File: src/dic_pkg.sv
// Purpose: shared constants for the converter input clocking and buffer
// Assumes: single 100 MHz system clock, synchronous active-high reset
// Notes: sample-rate and data-rate clocks arrive as levels on clk_sys; their edges act as enables
package dic_pkg;
	localparam int DIC_DATA_W = 16;
	localparam int DIC_FIFO_D = 8;
	localparam int DIC_RF_SLOTS = 4;
	localparam logic [1:0] DIC_WPTR_INIT = 2'h0;
	localparam logic [1:0] DIC_RPTR_INIT = 2'h2;
	localparam logic [2:0] DIC_SYNC_TXEN = 3'h0;
	localparam logic [2:0] DIC_SYNC_PHSTR = 3'h1;
	localparam logic [2:0] DIC_SYNC_QFLAG = 3'h2;
	localparam logic [2:0] DIC_SYNC_PB15 = 3'h3;
	localparam logic [2:0] DIC_SYNC_PA15 = 3'h4;
	localparam logic [2:0] DIC_SYNC_NOW5 = 3'h5;
	localparam logic [2:0] DIC_SYNC_OFF = 3'h6;
	localparam logic [2:0] DIC_SYNC_NOW7 = 3'h7;
	localparam logic [2:0] DIC_SYNC_RST = 3'h6;
	localparam logic [1:0] DIC_PRESCALE_RST = 2'h0;
	localparam logic [1:0] DIC_FBSEL_RST = 2'h1;
	localparam int DIC_LOCK_CYCLES = 16;
	localparam int DIC_LOCK_W = 5;
	localparam int DIC_CLK_MHZ = 100;
	localparam int DIC_RESET_NS = 50;
	localparam int DIC_RESET_CYC = (DIC_RESET_NS * DIC_CLK_MHZ + 999) / 1000 + 1;
	localparam int DIC_RESET_W = 4;
	typedef enum logic [1:0] {DIC_MODE_EXT, DIC_MODE_PLL, DIC_MODE_DUAL}
		dic_mode_t;
endpackage

File: src/dic_link_if.sv
// Purpose: link between data source and converter input end
// Assumes: all signals synchronous to clk_sys
// Notes: one modport per party
`timescale 1ns/10ps
interface dic_link_if;
	logic [15:0] port_a_data;
	logic [15:0] port_b_data;
	logic transmit_enable_pin;
	logic phase_strobe;
	logic chan_flag;
	logic data_rate_clock_in;
	logic sample_rate_clock_in;
	logic pll_lock;
	logic reset_n;
	modport dev (input port_a_data, input port_b_data,
		input transmit_enable_pin, input phase_strobe, input chan_flag,
		input data_rate_clock_in, input sample_rate_clock_in,
		output pll_lock, input reset_n);
	modport src (output port_a_data, output port_b_data,
		output transmit_enable_pin, output phase_strobe, output chan_flag,
		output data_rate_clock_in, output sample_rate_clock_in,
		input pll_lock, output reset_n);
endinterface

File: src/dic_device.sv
// Purpose: converter input end: clock mode, interleave split, elastic store
// Assumes: link clocks are level inputs sampled on clk_sys, edges as enables
// Notes: pll modelled digitally; lock asserts after a settling count
`timescale 1ns/10ps
module dic_device
	import dic_pkg::*;
(
	input wire logic clk_sys, // system clock
	input wire logic rst, // sync reset
	dic_link_if.dev link, // link to data source
	input wire logic pll_supply_pin, // high means pll supply present
	input wire logic dual_clk_sel, // two-clock select
	input wire logic buffer_skip, // bypass elastic store
	input wire logic interleave_enable, // single-bus interleave
	input wire logic flag_select, // use flag pin for sequence
	input wire logic [1:0] prescale, // oscillator divide select
	input wire logic [1:0] fb_sel, // feedback divider select
	input wire logic [2:0] sync_src, // pointer init source
	input wire logic cfg_write, // serial config write pulse
	output logic [31:0] smp_data, // channel b,a sample out
	output logic smp_valid, // sample valid
	input wire logic smp_ready, // sample ready
	output logic [1:0] rd_ptr, // read pointer state
	output logic [1:0] wr_ptr, // write pointer state
	output dic_mode_t clk_mode, // current clock mode
	output logic smp_clk_en // derived sample-rate tick
);
	logic [15:0] rf_a [DIC_RF_SLOTS];
	logic [15:0] rf_b [DIC_RF_SLOTS];
	logic [DIC_RESET_W-1:0] rst_cnt_reg;
	logic dev_rst;
	logic dclk_d_reg, sclk_d_reg;
	logic dclk_rise, sclk_rise;
	logic [2:0] osc_div_reg;
	logic [2:0] fb_div_reg;
	logic osc_tick, fb_tick, in_tick, out_tick;
	logic [DIC_LOCK_W-1:0] lock_cnt_reg;
	logic [15:0] pa_reg, pb_reg;
	logic txen_reg, phs_reg, flg_reg;
	logic src_now_reg, src_d_reg, pa15_seen_reg;
	logic src_sel, sync_hit;
	logic chan_b_reg, txen_d_reg;
	logic [15:0] ch_a_reg;
	logic [1:0] wp_reg, rp_reg;
	logic [31:0] rd_word;
	logic fifo_in_ready, buf_push;
	// async pin reset stretched to a clean internal pulse
	always_ff @(posedge clk_sys)
	begin
		if (rst)
			rst_cnt_reg <= '0;
		else if (!link.reset_n)
			rst_cnt_reg <= DIC_RESET_W'(DIC_RESET_CYC);
		else if (rst_cnt_reg != '0)
			rst_cnt_reg <= rst_cnt_reg - 1'b1;
	end
	assign dev_rst = rst || (rst_cnt_reg != '0) || !link.reset_n;
	always_comb
	begin
		if (pll_supply_pin)
			clk_mode = DIC_MODE_PLL;
		else if (dual_clk_sel)
			clk_mode = DIC_MODE_DUAL;
		else
			clk_mode = DIC_MODE_EXT;
	end
	always_ff @(posedge clk_sys)
	begin
		if (dev_rst)
		begin
			dclk_d_reg <= 1'b0;
			sclk_d_reg <= 1'b0;
		end
		else
		begin
			dclk_d_reg <= link.data_rate_clock_in;
			sclk_d_reg <= link.sample_rate_clock_in;
		end
	end
	assign dclk_rise = link.data_rate_clock_in && !dclk_d_reg;
	// pll mode ignores the sample-rate pin entirely
	assign sclk_rise = link.sample_rate_clock_in && !sclk_d_reg &&
		(clk_mode != DIC_MODE_PLL);
	// oscillator model: every clk_sys edge is one oscillator tick
	always_ff @(posedge clk_sys)
	begin
		if (dev_rst)
			osc_div_reg <= '0;
		else
			osc_div_reg <= osc_div_reg + 1'b1;
	end
	always_comb
	begin
		unique case (prescale)
			2'h0: osc_tick = 1'b1;
			2'h1: osc_tick = osc_div_reg[0];
			2'h2: osc_tick = &osc_div_reg[1:0];
			2'h3: osc_tick = &osc_div_reg;
		endcase
	end
	assign smp_clk_en = (clk_mode == DIC_MODE_PLL) ? osc_tick : sclk_rise;
	// no-buffer dual mode: data clock edge rephases the divider;
	// interleave plus pll leaves it free running
	always_ff @(posedge clk_sys)
	begin
		if (dev_rst)
			fb_div_reg <= '0;
		else if (clk_mode == DIC_MODE_DUAL && buffer_skip && dclk_rise)
			fb_div_reg <= '0;
		else if (smp_clk_en)
			fb_div_reg <= fb_div_reg + 1'b1;
	end
	always_comb
	begin
		unique case (fb_sel)
			2'h0: fb_tick = smp_clk_en;
			2'h1: fb_tick = smp_clk_en && fb_div_reg[0];
			2'h2: fb_tick = smp_clk_en && (&fb_div_reg[1:0]);
			2'h3: fb_tick = smp_clk_en && (&fb_div_reg);
		endcase
	end
	// lock counts data-rate clock rising edges in pll mode; feedback ticks play no part
	always_ff @(posedge clk_sys)
	begin
		if (dev_rst || clk_mode != DIC_MODE_PLL)
			lock_cnt_reg <= '0;
		else if (dclk_rise && lock_cnt_reg != DIC_LOCK_W'(DIC_LOCK_CYCLES))
			lock_cnt_reg <= lock_cnt_reg + 1'b1;
	end
	assign link.pll_lock = (clk_mode == DIC_MODE_PLL) &&
		(lock_cnt_reg == DIC_LOCK_W'(DIC_LOCK_CYCLES));
	// input side always latches on the data-rate clock
	assign in_tick = dclk_rise;
	assign out_tick = buffer_skip ? in_tick : fb_tick;
	always_ff @(posedge clk_sys)
	begin
		if (dev_rst)
		begin
			pa_reg <= '0;
			pb_reg <= '0;
			txen_reg <= 1'b0;
			phs_reg <= 1'b0;
			flg_reg <= 1'b0;
		end
		else if (in_tick)
		begin
			pa_reg <= link.port_a_data;
			pb_reg <= link.port_b_data;
			txen_reg <= link.transmit_enable_pin;
			phs_reg <= link.phase_strobe;
			flg_reg <= link.chan_flag;
		end
	end
	always_comb
	begin
		unique case (sync_src)
			DIC_SYNC_TXEN: src_sel = txen_reg;
			DIC_SYNC_PHSTR: src_sel = phs_reg;
			DIC_SYNC_QFLAG: src_sel = flg_reg;
			DIC_SYNC_PB15: src_sel = pb_reg[15];
			DIC_SYNC_PA15: src_sel = pa_reg[15] && !pa15_seen_reg;
			DIC_SYNC_OFF: src_sel = 1'b0;
			DIC_SYNC_NOW5, DIC_SYNC_NOW7: src_sel = 1'b0;
		endcase
	end
	always_ff @(posedge clk_sys)
	begin
		if (dev_rst)
		begin
			src_now_reg <= 1'b0;
			src_d_reg <= 1'b0;
			pa15_seen_reg <= 1'b0;
		end
		else if (in_tick)
		begin
			src_now_reg <= src_sel;
			src_d_reg <= src_now_reg;
			if (sync_src == DIC_SYNC_PA15 && src_now_reg && !src_d_reg)
				pa15_seen_reg <= 1'b1;
		end
	end
	// serial write syncs at once, regardless of data clock, only with sync_src 5 or 7
	assign sync_hit = (in_tick && src_now_reg && !src_d_reg) ||
		(cfg_write && (sync_src == DIC_SYNC_NOW5 ||
		sync_src == DIC_SYNC_NOW7));
	// fifo push and read pointer wait while the fifo is full; the store write pointer keeps stepping
	assign buf_push = out_tick && fifo_in_ready;
	always_ff @(posedge clk_sys)
	begin
		if (dev_rst)
		begin
			wp_reg <= DIC_WPTR_INIT;
			rp_reg <= DIC_RPTR_INIT;
		end
		else if (sync_hit)
		begin
			wp_reg <= DIC_WPTR_INIT;
			rp_reg <= DIC_RPTR_INIT;
		end
		else
		begin
			if (in_tick)
				wp_reg <= wp_reg + 2'h1;
			if (buf_push)
				rp_reg <= rp_reg + 2'h1;
		end
	end
	always_ff @(posedge clk_sys)
	begin
		if (in_tick)
		begin
			rf_a[wp_reg] <= link.port_a_data;
			rf_b[wp_reg] <= link.port_b_data;
		end
	end
	assign rd_word = buffer_skip ? {pb_reg, pa_reg} :
		{rf_b[rp_reg], rf_a[rp_reg]};
	assign rd_ptr = rp_reg;
	assign wr_ptr = wp_reg;
	// interleave: pair a then b words from port a into one sample
	always_ff @(posedge clk_sys)
	begin
		if (dev_rst)
		begin
			chan_b_reg <= 1'b0;
			txen_d_reg <= 1'b0;
			ch_a_reg <= '0;
		end
		else if (in_tick)
		begin
			txen_d_reg <= link.transmit_enable_pin;
			if (flag_select)
				chan_b_reg <= !link.chan_flag;
			else if (link.transmit_enable_pin && !txen_d_reg)
				chan_b_reg <= 1'b1;
			else
				chan_b_reg <= !chan_b_reg;
			// without flag_select, the word at an enable rise is always a, whatever the toggle
			if (flag_select ? !link.chan_flag :
				(!chan_b_reg || (link.transmit_enable_pin && !txen_d_reg)))
				ch_a_reg <= link.port_a_data;
		end
	end
	logic il_push;
	logic [31:0] fifo_in;
	assign il_push = in_tick && (flag_select ? link.chan_flag :
		(chan_b_reg && !(link.transmit_enable_pin && !txen_d_reg)));
	assign fifo_in = interleave_enable ? {link.port_a_data, ch_a_reg} :
		rd_word;
	dic_fifo #(.WIDTH(32), .DEPTH(DIC_FIFO_D)) u_fifo (
		.clk_sys(clk_sys),
		.rst(dev_rst),
		.in_data(fifo_in),
		.in_valid(interleave_enable ? il_push : buf_push),
		.in_ready(fifo_in_ready),
		.out_data(smp_data),
		.out_valid(smp_valid),
		.out_ready(smp_ready)
	);
endmodule

File: src/dic_fifo.sv
// Purpose: valid/ready fifo with parameterised width and depth
// Assumes: depth is a power of two
// Notes: one extra pointer bit gives honest full and empty
`timescale 1ns/10ps
module dic_fifo #(
	parameter int WIDTH = 32,
	parameter int DEPTH = 8
) (
	input wire logic clk_sys, // system clock
	input wire logic rst, // sync reset
	input wire logic [WIDTH-1:0] in_data, // fill data
	input wire logic in_valid, // fill valid
	output logic in_ready, // not full
	output logic [WIDTH-1:0] out_data, // drain data
	output logic out_valid, // not empty
	input wire logic out_ready // drain ready
);
	localparam int AW = $clog2(DEPTH);
	logic [WIDTH-1:0] mem [DEPTH];
	logic [AW:0] wp_reg;
	logic [AW:0] rp_reg;
	logic push;
	logic pop;
	assign in_ready = (wp_reg[AW-1:0] != rp_reg[AW-1:0]) ||
		(wp_reg[AW] == rp_reg[AW]);
	assign out_valid = wp_reg != rp_reg;
	assign push = in_valid && in_ready;
	assign pop = out_valid && out_ready;
	assign out_data = mem[rp_reg[AW-1:0]];
	always_ff @(posedge clk_sys)
	begin
		if (push)
		begin
			mem[wp_reg[AW-1:0]] <= in_data;
		end
	end
	always_ff @(posedge clk_sys)
	begin
		if (rst)
		begin
			wp_reg <= '0;
			rp_reg <= '0;
		end
		else
		begin
			if (push)
			begin
				wp_reg <= wp_reg + 1'b1;
			end
			if (pop)
			begin
				rp_reg <= rp_reg + 1'b1;
			end
		end
	end
endmodule

File: src/flat_wrapper.sv
// flat-port wrapper written by rule: the top's interface ports become plain ports
module dic_device_flat import dic_pkg::*;
  (clk_sys, rst, pll_supply_pin, dual_clk_sel, buffer_skip, interleave_enable, flag_select, prescale, fb_sel, sync_src, cfg_write, smp_data, smp_valid, smp_ready, rd_ptr, wr_ptr, clk_mode, smp_clk_en, link_port_a_data, link_port_b_data, link_transmit_enable_pin, link_phase_strobe, link_chan_flag, link_data_rate_clock_in, link_sample_rate_clock_in, link_pll_lock, link_reset_n);
  dic_link_if link_i ();
  input wire logic clk_sys;
  input wire logic rst;
  input wire logic pll_supply_pin;
  input wire logic dual_clk_sel;
  input wire logic buffer_skip;
  input wire logic interleave_enable;
  input wire logic flag_select;
  input wire logic [1:0] prescale;
  input wire logic [1:0] fb_sel;
  input wire logic [2:0] sync_src;
  input wire logic cfg_write;
  output logic [31:0] smp_data;
  output logic smp_valid;
  input wire logic smp_ready;
  output logic [1:0] rd_ptr;
  output logic [1:0] wr_ptr;
  output dic_mode_t clk_mode;
  output logic smp_clk_en;
  input wire logic [$bits(link_i.port_a_data)-1:0] link_port_a_data;
  input wire logic [$bits(link_i.port_b_data)-1:0] link_port_b_data;
  input wire logic [$bits(link_i.transmit_enable_pin)-1:0] link_transmit_enable_pin;
  input wire logic [$bits(link_i.phase_strobe)-1:0] link_phase_strobe;
  input wire logic [$bits(link_i.chan_flag)-1:0] link_chan_flag;
  input wire logic [$bits(link_i.data_rate_clock_in)-1:0] link_data_rate_clock_in;
  input wire logic [$bits(link_i.sample_rate_clock_in)-1:0] link_sample_rate_clock_in;
  output wire logic [$bits(link_i.pll_lock)-1:0] link_pll_lock;
  input wire logic [$bits(link_i.reset_n)-1:0] link_reset_n;
  assign link_i.port_a_data = link_port_a_data;
  assign link_i.port_b_data = link_port_b_data;
  assign link_i.transmit_enable_pin = link_transmit_enable_pin;
  assign link_i.phase_strobe = link_phase_strobe;
  assign link_i.chan_flag = link_chan_flag;
  assign link_i.data_rate_clock_in = link_data_rate_clock_in;
  assign link_i.sample_rate_clock_in = link_sample_rate_clock_in;
  assign link_pll_lock = link_i.pll_lock;
  assign link_i.reset_n = link_reset_n;
  dic_device u_core (.clk_sys(clk_sys), .rst(rst), .link(link_i), .pll_supply_pin(pll_supply_pin), .dual_clk_sel(dual_clk_sel), .buffer_skip(buffer_skip), .interleave_enable(interleave_enable), .flag_select(flag_select), .prescale(prescale), .fb_sel(fb_sel), .sync_src(sync_src), .cfg_write(cfg_write), .smp_data(smp_data), .smp_valid(smp_valid), .smp_ready(smp_ready), .rd_ptr(rd_ptr), .wr_ptr(wr_ptr), .clk_mode(clk_mode), .smp_clk_en(smp_clk_en));
endmodule
File: config.mk
export PLATFORM = sky130hd
export DESIGN_NAME = dic_device_flat
export DESIGN_NICKNAME = d
export VERILOG_FILES = /design/src/dic_pkg.sv /design/src/dic_link_if.sv /design/src/dic_device.sv /design/src/dic_fifo.sv /design/src/flat_wrapper.sv
export SDC_FILE = /design/constraint.sdc
export NUM_CORES = 1
export LEC_CHECK = 0
export BUFFER_PORTS_ARGS = -buffer_cell sky130_fd_sc_hd__buf_4
export CAP_MARGIN = 15
export CORE_ASPECT_RATIO = 0.5
export CORE_MARGIN = 2
export CORE_UTILIZATION = 59
export DETAILED_ROUTE_END_ITERATION = 6
export GPL_TIMING_DRIVEN = 1
export HOLD_SLACK_MARGIN = 0.12
export PLACE_DENSITY = 0.74
export SYNTH_ARGS = -nofsm -noshare
export SYNTH_HDL_FRONTEND = slang
export SYNTH_HIERARCHICAL = 1
export SYNTH_SLANG_ARGS = --single-unit
File: constraint.sdc
create_clock -name clk_sys -period 10.4 [get_ports clk_sys]
set_input_delay 1.04 -clock clk_sys [delete_from_list [all_inputs] [get_ports clk_sys]]
set_output_delay 1.04 -clock clk_sys [all_outputs]
set_load 0.005 [all_outputs]
==> results.toml, run 1 <==
[synthesis]
async_flop_share = 0
yosysWarnings = 6
yosysUniqueCellTypes = 55
yosysSeqAreaShare = 0.7091
synth_edf_count = 384
synth_area_um2 = 18770
yosys_register_bits = 473
synthFlopType = "edfxtp_1"
postSynthNetCount = 1150
netlist_instances = 1084
syn_area_per_cell_um2 = 17.32

[worst_setup_path]
cp.arrival_ns = 2.98
reg2reg_from = "u_core/u_fifo/wp_reg[1]"
crit_end = "smp_data[0]"
rr_worst_depth = 7
crit_type = "flip-flop to output pin"
rrSetupSlack_ns = 6.58
cp-end-kind = "output pin"
start_kind = "flip-flop"
timing.rr.end = "u_core/u_fifo/mem[7][11]"
worstPathMaxFanout = 48
critPathRequiredTime_ns = 9.36

[layout]
largest_reg_flops = 256
stdcell_area_um2 = 21400
layout-drive-gt1-share = 0.2818
n_fill_cell = 2047
fin_nets = 1261
area_growth_pct = 14.01

[grt]
grt_overflow = 0
grt_max_degree = 83
track_usage = 0.2303
grt_pass1_vias = 10020
antenna_found_initial = 1
grt_pass1_wl_mm = 57.75

[clocking]
cts_root_buf = "clkbuf_16"
htree_levels = 2
numCtsBuffers = 41
cts.sinks = 473
insertion_delay_ns = 0.55
cts_buffer_depth = 3
clk_pin_slew_worst_paths_ns = 0.07
postCtsSetupRepairBufs = 0
cts_tree = "done"
cts-hold-fix-buffers = 0
cts.repair.resized = 0

[timing]
fmax_mhz = 248.5
setup_violations = 0
period_share = 0.3870
slew_headroom = 0.2370
min_period_ns = 4.025
worstMarginPinSlew_ns = 1.142
grt_setup_unrepaired = "no"
hold_viol = 0
slew_viol_final = 0
finClkSkew_ns = 0.01551
finalSetupTns_ns = 0
hold_ws_ns = 0.4549

[hold_path]
min_path_cells = 2
hold_class = "flip-flop to flip-flop"

[route]
drc = 0
wirelength_mm = 37.51
routed-via-count = 9861
firstDrtPassIters = 5
ant_nets = 0
initialDrtViolationCount = 903
avgRoutedWirePerCell_um = 22.59
viasPerCell = 5.937

[die]
start_util = 0.5963
die_h_um = 130.1
die_area_um2 = 33350
core.rowCount = 46
die_x_um = 256.3
ioPinCount = 95
core-area_um2 = 31480

[pwr]
p_leak_nw = 7.288
peakVddDrop_mv = 0.1239
p_per_area_nw_per_um2 = 177.4

[placement]
place_congestion = 0.7958
place_area_um2 = 19930
post-dp-hpwl_mm = 22.04
port_buffers = 94

[job]
maxCapViolations = 0

[outcome]
status = "complete, no violations"
-- cell families after synthesis --
group	share of synthesized area
muxes	0.1722
adders and majority gates	0.007998
AOI/OAI and AO/OA	0.02853
DFF	0.7091
buffers and inverters	0.01913
xor gates and xnor gates	0.007532
and+or+nand+nor	0.05552
-- per-stage QoR --
step           worst slack [ns]    util  power (mW)  std cells
2_1_floorplan             4.258       -       2.207       1084
3_3_place_gp              6.035  0.6331       2.273       1573
3_5_place_dp              5.915  0.6331       2.281       1573
4_1_cts                   6.258  0.6771       3.823       1649
5_1_grt                   6.135  0.6798       3.917       1661
6_report                  6.375  0.6798       3.796       1661
-- cells in the mapped netlist, types with 2 or more instances --
| cell | n | share of area |
|---|---|---|
| edfxtp_1 | 384 | 0.61 |
| nand2_1 | 116 | 0.023 |
| mux4_2 | 97 | 0.12 |
| dfxtp_1 | 89 | 0.095 |
| mux2i_1 | 60 | 0.032 |
| nor2_1 | 43 | 0.0086 |
| a21oi_1 | 38 | 0.010 |
| mux2_2 | 36 | 0.022 |
| o21ai_0 | 30 | 0.0080 |
| buf_2 | 27 | 0.0072 |
| clkbuf_1 | 19 | 0.0038 |
| ha_1 | 12 | 0.0080 |
| and2_1 | 10 | 0.0033 |
| o21ai_1 | 9 | 0.0024 |
| inv_1 | 8 | 0.0016 |
| nand2b_1 | 8 | 0.0027 |
| nor2b_1 | 8 | 0.0027 |
| nor3_1 | 7 | 0.0019 |
| xor2_1 | 7 | 0.0033 |
| buf_4 | 6 | 0.0024 |
| nand4_1 | 6 | 0.0020 |
| xnor2_1 | 6 | 0.0028 |
| buf_6 | 5 | 0.0030 |
| buf_1 | 4 | 0.00080 |
| nor3b_1 | 4 | 0.0016 |
| a31oi_1 | 3 | 0.0010 |
| nand3_1 | 3 | 0.00080 |
| nor4_1 | 3 | 0.0010 |
| nor4b_1 | 3 | 0.0014 |
| o211ai_1 | 3 | 0.0012 |
| or3_1 | 3 | 0.0010 |
| a41oi_1 | 2 | 0.00093 |
| mux2_4 | 2 | 0.0016 |
| nand3b_1 | 2 | 0.00080 |
-- layout make-up --
type	instances	area (um2)	share of cell area
Sequential cell	473	13320	0.6223
Multi-Input combinational cell	541	5151	0.2407
Clock buffer	57	1189	0.05554
Timing Repair Buffer	129	968.4	0.04525
Tap cell	432	540.5	0.02525
Clock inverter	19	196.4	0.009178
Inverter	9	36.28	0.001695
Antenna cell	1	2.502	0.0001169
-- report_power, final --
group	switching, mW	total (mW)	internal, mW	leakage (nW)
Sequential	0.00876	2.08	2.07	4.25
Clock	0.653	1.55	0.901	0.687
Combinational	0.0974	0.162	0.0646	2.35
-- worst min-delay path by stage --
| stage | start | endpoint | slack [ns] |
|---|---|---|---|
| CTS | u_core/pb_reg[8] | u_core/pb_reg[8] | 0.46 |
| detailed placement | u_core/pb_reg[8] | u_core/pb_reg[8] | 0.45 |
| finish | u_core/pb_reg[10] | u_core/pb_reg[10] | 0.45 |
| global placement | u_core/osc_div_reg[0] | u_core/osc_div_reg[0] | 0.43 |
| global route | u_core/pa_reg[11] | u_core/pa_reg[11] | 0.48 |
| floorplan | u_core/osc_div_reg[0] | u_core/osc_div_reg[0] | 0.42 |
-- placed cells by master (no fill, tap or decap), drive strengths merged, types with 2 or more instances in the layout --
cell,n
nor2b,9
and2,10
o21ai,39
o211ai,3
o41a,2
clkinv,14
inv,10
nand3b,2
buf,119
mux4,97
nand4,6
nor2,44
clkbuf,67
nand2,116
dfxtp,89
a41oi,2
a31oi,3
bufinv,4
ha,12
or3,3
a21oi,38
nor3b,4
nand2b,8
nor4,4
mux2,39
edfxtp,384
xor2,8
xnor2,6
nand3,3
mux2i,60
nor4b,3
nor3,7
-- metal layers --
layer / global-route usage / vias up / wire length, um
met5: 0 / - / 0
met4: 0.05642 / 0 / 553
met3: 0.04235 / 45 / 2347
met2: 0.3702 / 291 / 17950
met1: 0.3342 / 5099 / 16660
li1: - / 4426 / -
-- critical path, stage by stage (launching register included) --
cell	delay (ns)
dfxtp_4	0.55
buf_4	0.81
mux4_2	0.60
mux2_2	0.31
buf_4	0.14
No activity file was read; power rests on OpenSTA's default activity.
==> run 2: changes to the inputs <==
--- a/config.mk
+++ b/config.mk
@@ -9,11 +9,11 @@
 export CAP_MARGIN = 15
 export CORE_ASPECT_RATIO = 0.5
 export CORE_MARGIN = 2
-export CORE_UTILIZATION = 59
+export CORE_UTILIZATION = 55
 export DETAILED_ROUTE_END_ITERATION = 6
 export GPL_TIMING_DRIVEN = 1
 export HOLD_SLACK_MARGIN = 0.12
-export PLACE_DENSITY = 0.74
+export PLACE_DENSITY = 0.73
 export SYNTH_ARGS = -nofsm -noshare
 export SYNTH_HDL_FRONTEND = slang
 export SYNTH_HIERARCHICAL = 1
==> constraint.sdc (replaced) <==
create_clock -name clk_sys -period 3.7 [get_ports clk_sys]
set_input_delay 0.37 -clock clk_sys [delete_from_list [all_inputs] [get_ports clk_sys]]
set_output_delay 0.37 -clock clk_sys [all_outputs]
set_load 0.005 [all_outputs]
==> results.toml, run 2 (synthesized netlist as in run 1, its figures left out) <==
[job]
maxCapViolations = 0

[pwr]
peakVddDrop_mv = 0.3086
p_per_area_nw_per_um2 = 478.3
p_leak_nw = 7.501

[placement]
place_congestion = 0.7847
post-dp-hpwl_mm = 23.29
place_area_um2 = 20290
dp_cells = 1608
port_buffers = 94

[grt]
antenna_found_initial = 0
grt_pass1_wl_mm = 59.71
grt_max_degree = 83
track_usage = 0.2224
grt_pass1_vias = 10450
grt_overflow = 0

[timing]
slew_headroom = 0.3227
min_period_ns = 3.126
hold_viol = 0
period_share = 0.8449
grt_setup_unrepaired = "no"
finClkSkew_ns = 0.01456
fmax_mhz = 319.9
slew_viol_final = 0
worstMarginPinSlew_ns = 1.005
setup_violations = 0

[layout]
antenna_cells = 0
layout_common_cells = "384 x edfxtp_1, 137 x buf_4, 116 x nand2_1, 97 x mux4_2, 86 x dfxtp_1"
largest_reg_flops = 256
fin_nets = 1317
stdcell_area_um2 = 21990
area_growth_pct = 17.16
layout-drive-gt1-share = 0.2767
final_common_cell = "edfxtp_1"
layout.cells.non_filler = 1724

[die]
die_area_um2 = 35720
die_h_um = 134.6
core.rowCount = 47
start_util = 0.5630
die_x_um = 265.3
ioPinCount = 95
core-area_um2 = 33340

[clocking]
clk_pin_slew_worst_paths_ns = 0.06
numCtsBuffers = 41
postCtsSetupRepairBufs = 0
cts_buffer_depth = 3
cts_tree = "done"
cts.sinks = 473
htree_levels = 2
cts_root_buf = "clkbuf_16"
insertion_delay_ns = 0.55
cts.repair.resized = 0

[worst_setup_path]
critPathRequiredTime_ns = 3.93
start_kind = "flip-flop"
crit_type = "flip-flop to flip-flop"
cp.arrival_ns = 3.36
cp-end-kind = "flip-flop"
worstPathMaxFanout = 15

[hold_path]
hold_class = "primary input to flip-flop"

[route]
avgRoutedWirePerCell_um = 22.63
initialDrtViolationCount = 1063
viasPerCell = 5.922
firstDrtPassIters = 5
drc = 0
wirelength_mm = 39.01
ant_nets = 0
routed-via-count = 10210

[outcome]
status = "complete, no violations"
## run 2: cell count changes in the layout (fill, tap and decap cells not counted), sizes merged
cell	change
buf	+25
diode	-1
clkbuf	-11
clkinvlp	+2
bufinv	-2
dlygate4sd3	+41
## run 2: through the flow
step	TNS [ns]	hold slack [ns]	power (mW)	util	setup WS, ns
2_1_floorplan	-57.17	0.4167	6.203	-	-0.4004
3_3_place_gp	0	0.4321	6.415	0.6086	0.7456
4_1_cts	0	0.1899	10.60	0.6596	0.5418
5_1_grt	0	0.2027	10.85	0.6596	0.4354
3_5_place_dp	0	0.4463	6.435	0.6086	0.6432
6_report	0	0.2072	10.52	0.6596	0.5740
## run 2: layout make-up
type / instances / area [um2]
Clock buffer: 56 / 1145
Multi-Input combinational cell: 541 / 5216
Clock inverter: 19 / 146.4
Sequential cell: 473 / 13320
Inverter: 9 / 36.28
Fill cell: 2198 / 11350
Tap cell: 441 / 551.8
Timing Repair Buffer: 185 / 1579
## run 2: power breakdown
| part | internal, mW | switching (mW) | total, mW | leakage [nW] |
|---|---|---|---|---|
| logic | 0.219 | 0.290 | 0.509 | 2.62 |
| registers | 5.82 | 0.0277 | 5.85 | 4.25 |
| clock network | 2.32 | 1.84 | 4.16 | 0.629 |
## run 2: critical path, cell delays in order, from the launching register on
cell and delay [ns]:
dfxtp_1 0.64, xor2_1 0.46, nor4_4 0.06, inv_1 0.21, o21ai_1 0.18, o21ai_0 0.22
buf_4 0.21, nand2_1 0.19, nor4b_4 0.30, buf_4 0.31
## run 2: path summary, 6_finish.rpt
path / from / to / slack (ns) / cells past startpoint
max reg2reg: u_core/u_fifo/wp_reg[0] / u_core/u_fifo/mem[3][6] / 0.57 / 9
min reg2reg: u_core/chan_b_reg / u_core/chan_b_reg / 0.46 / 2
min: smp_ready / flip-flop / 0.21 / 3
max: u_core/u_fifo/wp_reg[0] / u_core/u_fifo/mem[3][6] / 0.57 / 9
## run 2: layer usage
layer  part of all wire  track usage
met3              0.060      0.03866
met5                  0            0
met1               0.45       0.3261
met2               0.48       0.3553
met4              0.013      0.05053
## run 2: what timing repair did
item	4_1_cts	5_1_grt
endpoints found under the setup margin	0	0
endpoints found under the hold margin	174	0
hold buffers	41	0
==> run 3: changes to the inputs <==
--- a/config.mk
+++ b/config.mk
@@ -9,11 +9,11 @@
 export CAP_MARGIN = 15
 export CORE_ASPECT_RATIO = 0.5
 export CORE_MARGIN = 2
-export CORE_UTILIZATION = 55
+export CORE_UTILIZATION = 59
 export DETAILED_ROUTE_END_ITERATION = 6
 export GPL_TIMING_DRIVEN = 1
 export HOLD_SLACK_MARGIN = 0.12
-export PLACE_DENSITY = 0.73
+export PLACE_DENSITY = 0.74
 export SYNTH_ARGS = -nofsm -noshare
 export SYNTH_HDL_FRONTEND = slang
 export SYNTH_HIERARCHICAL = 1
==> constraint.sdc (replaced) <==
create_clock -name clk_sys -period 3.25 [get_ports clk_sys]
set_input_delay 0.325 -clock clk_sys [delete_from_list [all_inputs] [get_ports clk_sys]]
set_output_delay 0.325 -clock clk_sys [all_outputs]
set_load 0.005 [all_outputs]
==> results.toml, run 3 (synthesized netlist as in run 1, its figures left out) <==
[worst_setup_path]
cp.arrival_ns = 3.12
reg2reg_from = "u_core/osc_div_reg[0]"
rr_worst_depth = 10
critPathRequiredTime_ns = 3.44
worstPathMaxFanout = 26
crit_end = "u_core/u_fifo/mem[1][3]"
timing.rr.end = "u_core/u_fifo/mem[1][3]"
cp-end-kind = "flip-flop"
cp-startpoint = "u_core/osc_div_reg[0]"
crit_type = "flip-flop to flip-flop"
rrSetupSlack_ns = 0.32
start_kind = "flip-flop"

[placement]
dp_cells = 1587
post-dp-hpwl_mm = 22.98
place_congestion = 0.8076
port_buffers = 94
dpl_worst_slack_ns = 0.3521
place_area_um2 = 20250

[die]
core.rowCount = 46
core-area_um2 = 31480
ioPinCount = 95
die_x_um = 256.3
start_util = 0.5963
die_h_um = 130.1
die_area_um2 = 33350

[timing]
slew_headroom = 0.2523
min_period_ns = 2.926
setup_violations = 0
finalSetupTns_ns = 0
finClkSkew_ns = 0.01707
grt_setup_unrepaired = "no"
period_share = 0.9004
slew_viol_final = 0
hold_ws_ns = 0.1808
fmax_mhz = 341.7
hold_viol = 0
worstMarginPinSlew_ns = 1.110
finalWorstSetupSlack_ns = 0.3238

[pwr]
p_per_area_nw_per_um2 = 553.5
p_leak_nw = 7.539
peakVddDrop_mv = 0.3687

[clocking]
numCtsBuffers = 41
clk_pin_slew_worst_paths_ns = 0.07
htree_levels = 2
cts_root_buf = "clkbuf_16"
insertion_delay_ns = 0.55
cts.repair.resized = 0
cts_tree = "done"
cts_buffer_depth = 3
cts.sinks = 473

[layout]
layout-drive-gt1-share = 0.2867
layout_common_cells = "384 x edfxtp_1, 124 x buf_4, 116 x nand2_1, 97 x mux4_2, 84 x dfxtp_1"
stdcell_area_um2 = 22110
layout.cells.non_filler = 1712
antenna_cells = 0
final_common_cell = "edfxtp_1"
largest_reg_flops = 256
area_growth_pct = 17.79
fin_nets = 1313

[route]
wirelength_mm = 38.81
firstDrtPassIters = 5
avgRoutedWirePerCell_um = 22.67
routed-via-count = 10030
drc = 0
viasPerCell = 5.856
initialDrtViolationCount = 904
ant_nets = 0

[grt]
track_usage = 0.2347
grt_max_degree = 83
grt_overflow = 0
grt_pass1_wl_mm = 58.66
antenna_found_initial = 2
grt_pass1_vias = 10170

[job]
maxCapViolations = 0

[outcome]
status = "complete, no violations"

[hold_path]
hold_class = "primary input to flip-flop"
min_path_cells = 4
-- run 3: cell types whose count changed in the layout (fill, tap and decap cells not counted), sizes merged --
cell / delta
clkbuf: +1
buf: -12
clkinvlp: +1
clkinv: +4
bufinv: +3
-- run 3: area by class of cell --
cell class	count	area [um2]
Clock buffer	49	1129
Clock inverter	27	265.3
Fill cell	1977	9370
Inverter	9	36.28
Multi-Input combinational cell	541	5259
Sequential cell	473	13320
Tap cell	432	540.5
Timing Repair Buffer	181	1562
-- run 3: worst min-delay path by stage --
stage                     startpoint                      end
3_3_place_gp   u_core/osc_div_reg[0]    u_core/osc_div_reg[0]
2_1_floorplan                    rst    u_core/rst_cnt_reg[1]
5_1_grt                    smp_ready  u_core/u_fifo/rp_reg[1]
6_report                 sync_src[0]     u_core/pa15_seen_reg
3_5_place_dp   u_core/osc_div_reg[0]    u_core/osc_div_reg[0]
4_1_cts                    smp_ready                flip-flop
-- run 3: layer usage --
layer,track usage,part of all wire,up-vias
li1,-,-,4520
met4,0.05710,0.015,0
met3,0.04604,0.074,44
met1,0.3358,0.43,5124
met5,0,0,-
met2,0.3805,0.48,338
-- run 3: critical path: stages (launching register included) --
cell     delay [ns]
dfxtp_1        0.36
ha_1           0.20
ha_1           0.17
mux2i_1        0.09
nor2_1         0.15
o21a_1         0.21
o21ai_2        0.11
o21ai_2        0.33
nand2_1        0.26
nor4_4         0.24
buf_4          0.45
-- run 3: repair_timing --
action | in CTS | in global routing
hold buffers | 41 | 0
endpoints found under the hold margin | 186 | 0
buffers inserted | 0 | 0
-- run 3: power breakdown --
part | internal, mW | switching, mW | total, mW | leakage (nW)
Sequential | 6.63 | 0.0294 | 6.66 | 4.25
Combinational | 0.243 | 0.325 | 0.568 | 2.60
Clock | 2.89 | 2.13 | 5.01 | 0.682
-- run 3: per-stage QoR --
stage	util	total power [mW]
4_1_cts	0.7005	12.33
3_3_place_gp	0.6432	7.282
5_1_grt	0.7024	12.60
6_report	0.7024	12.24
3_5_place_dp	0.6432	7.309
2_1_floorplan	-	7.065
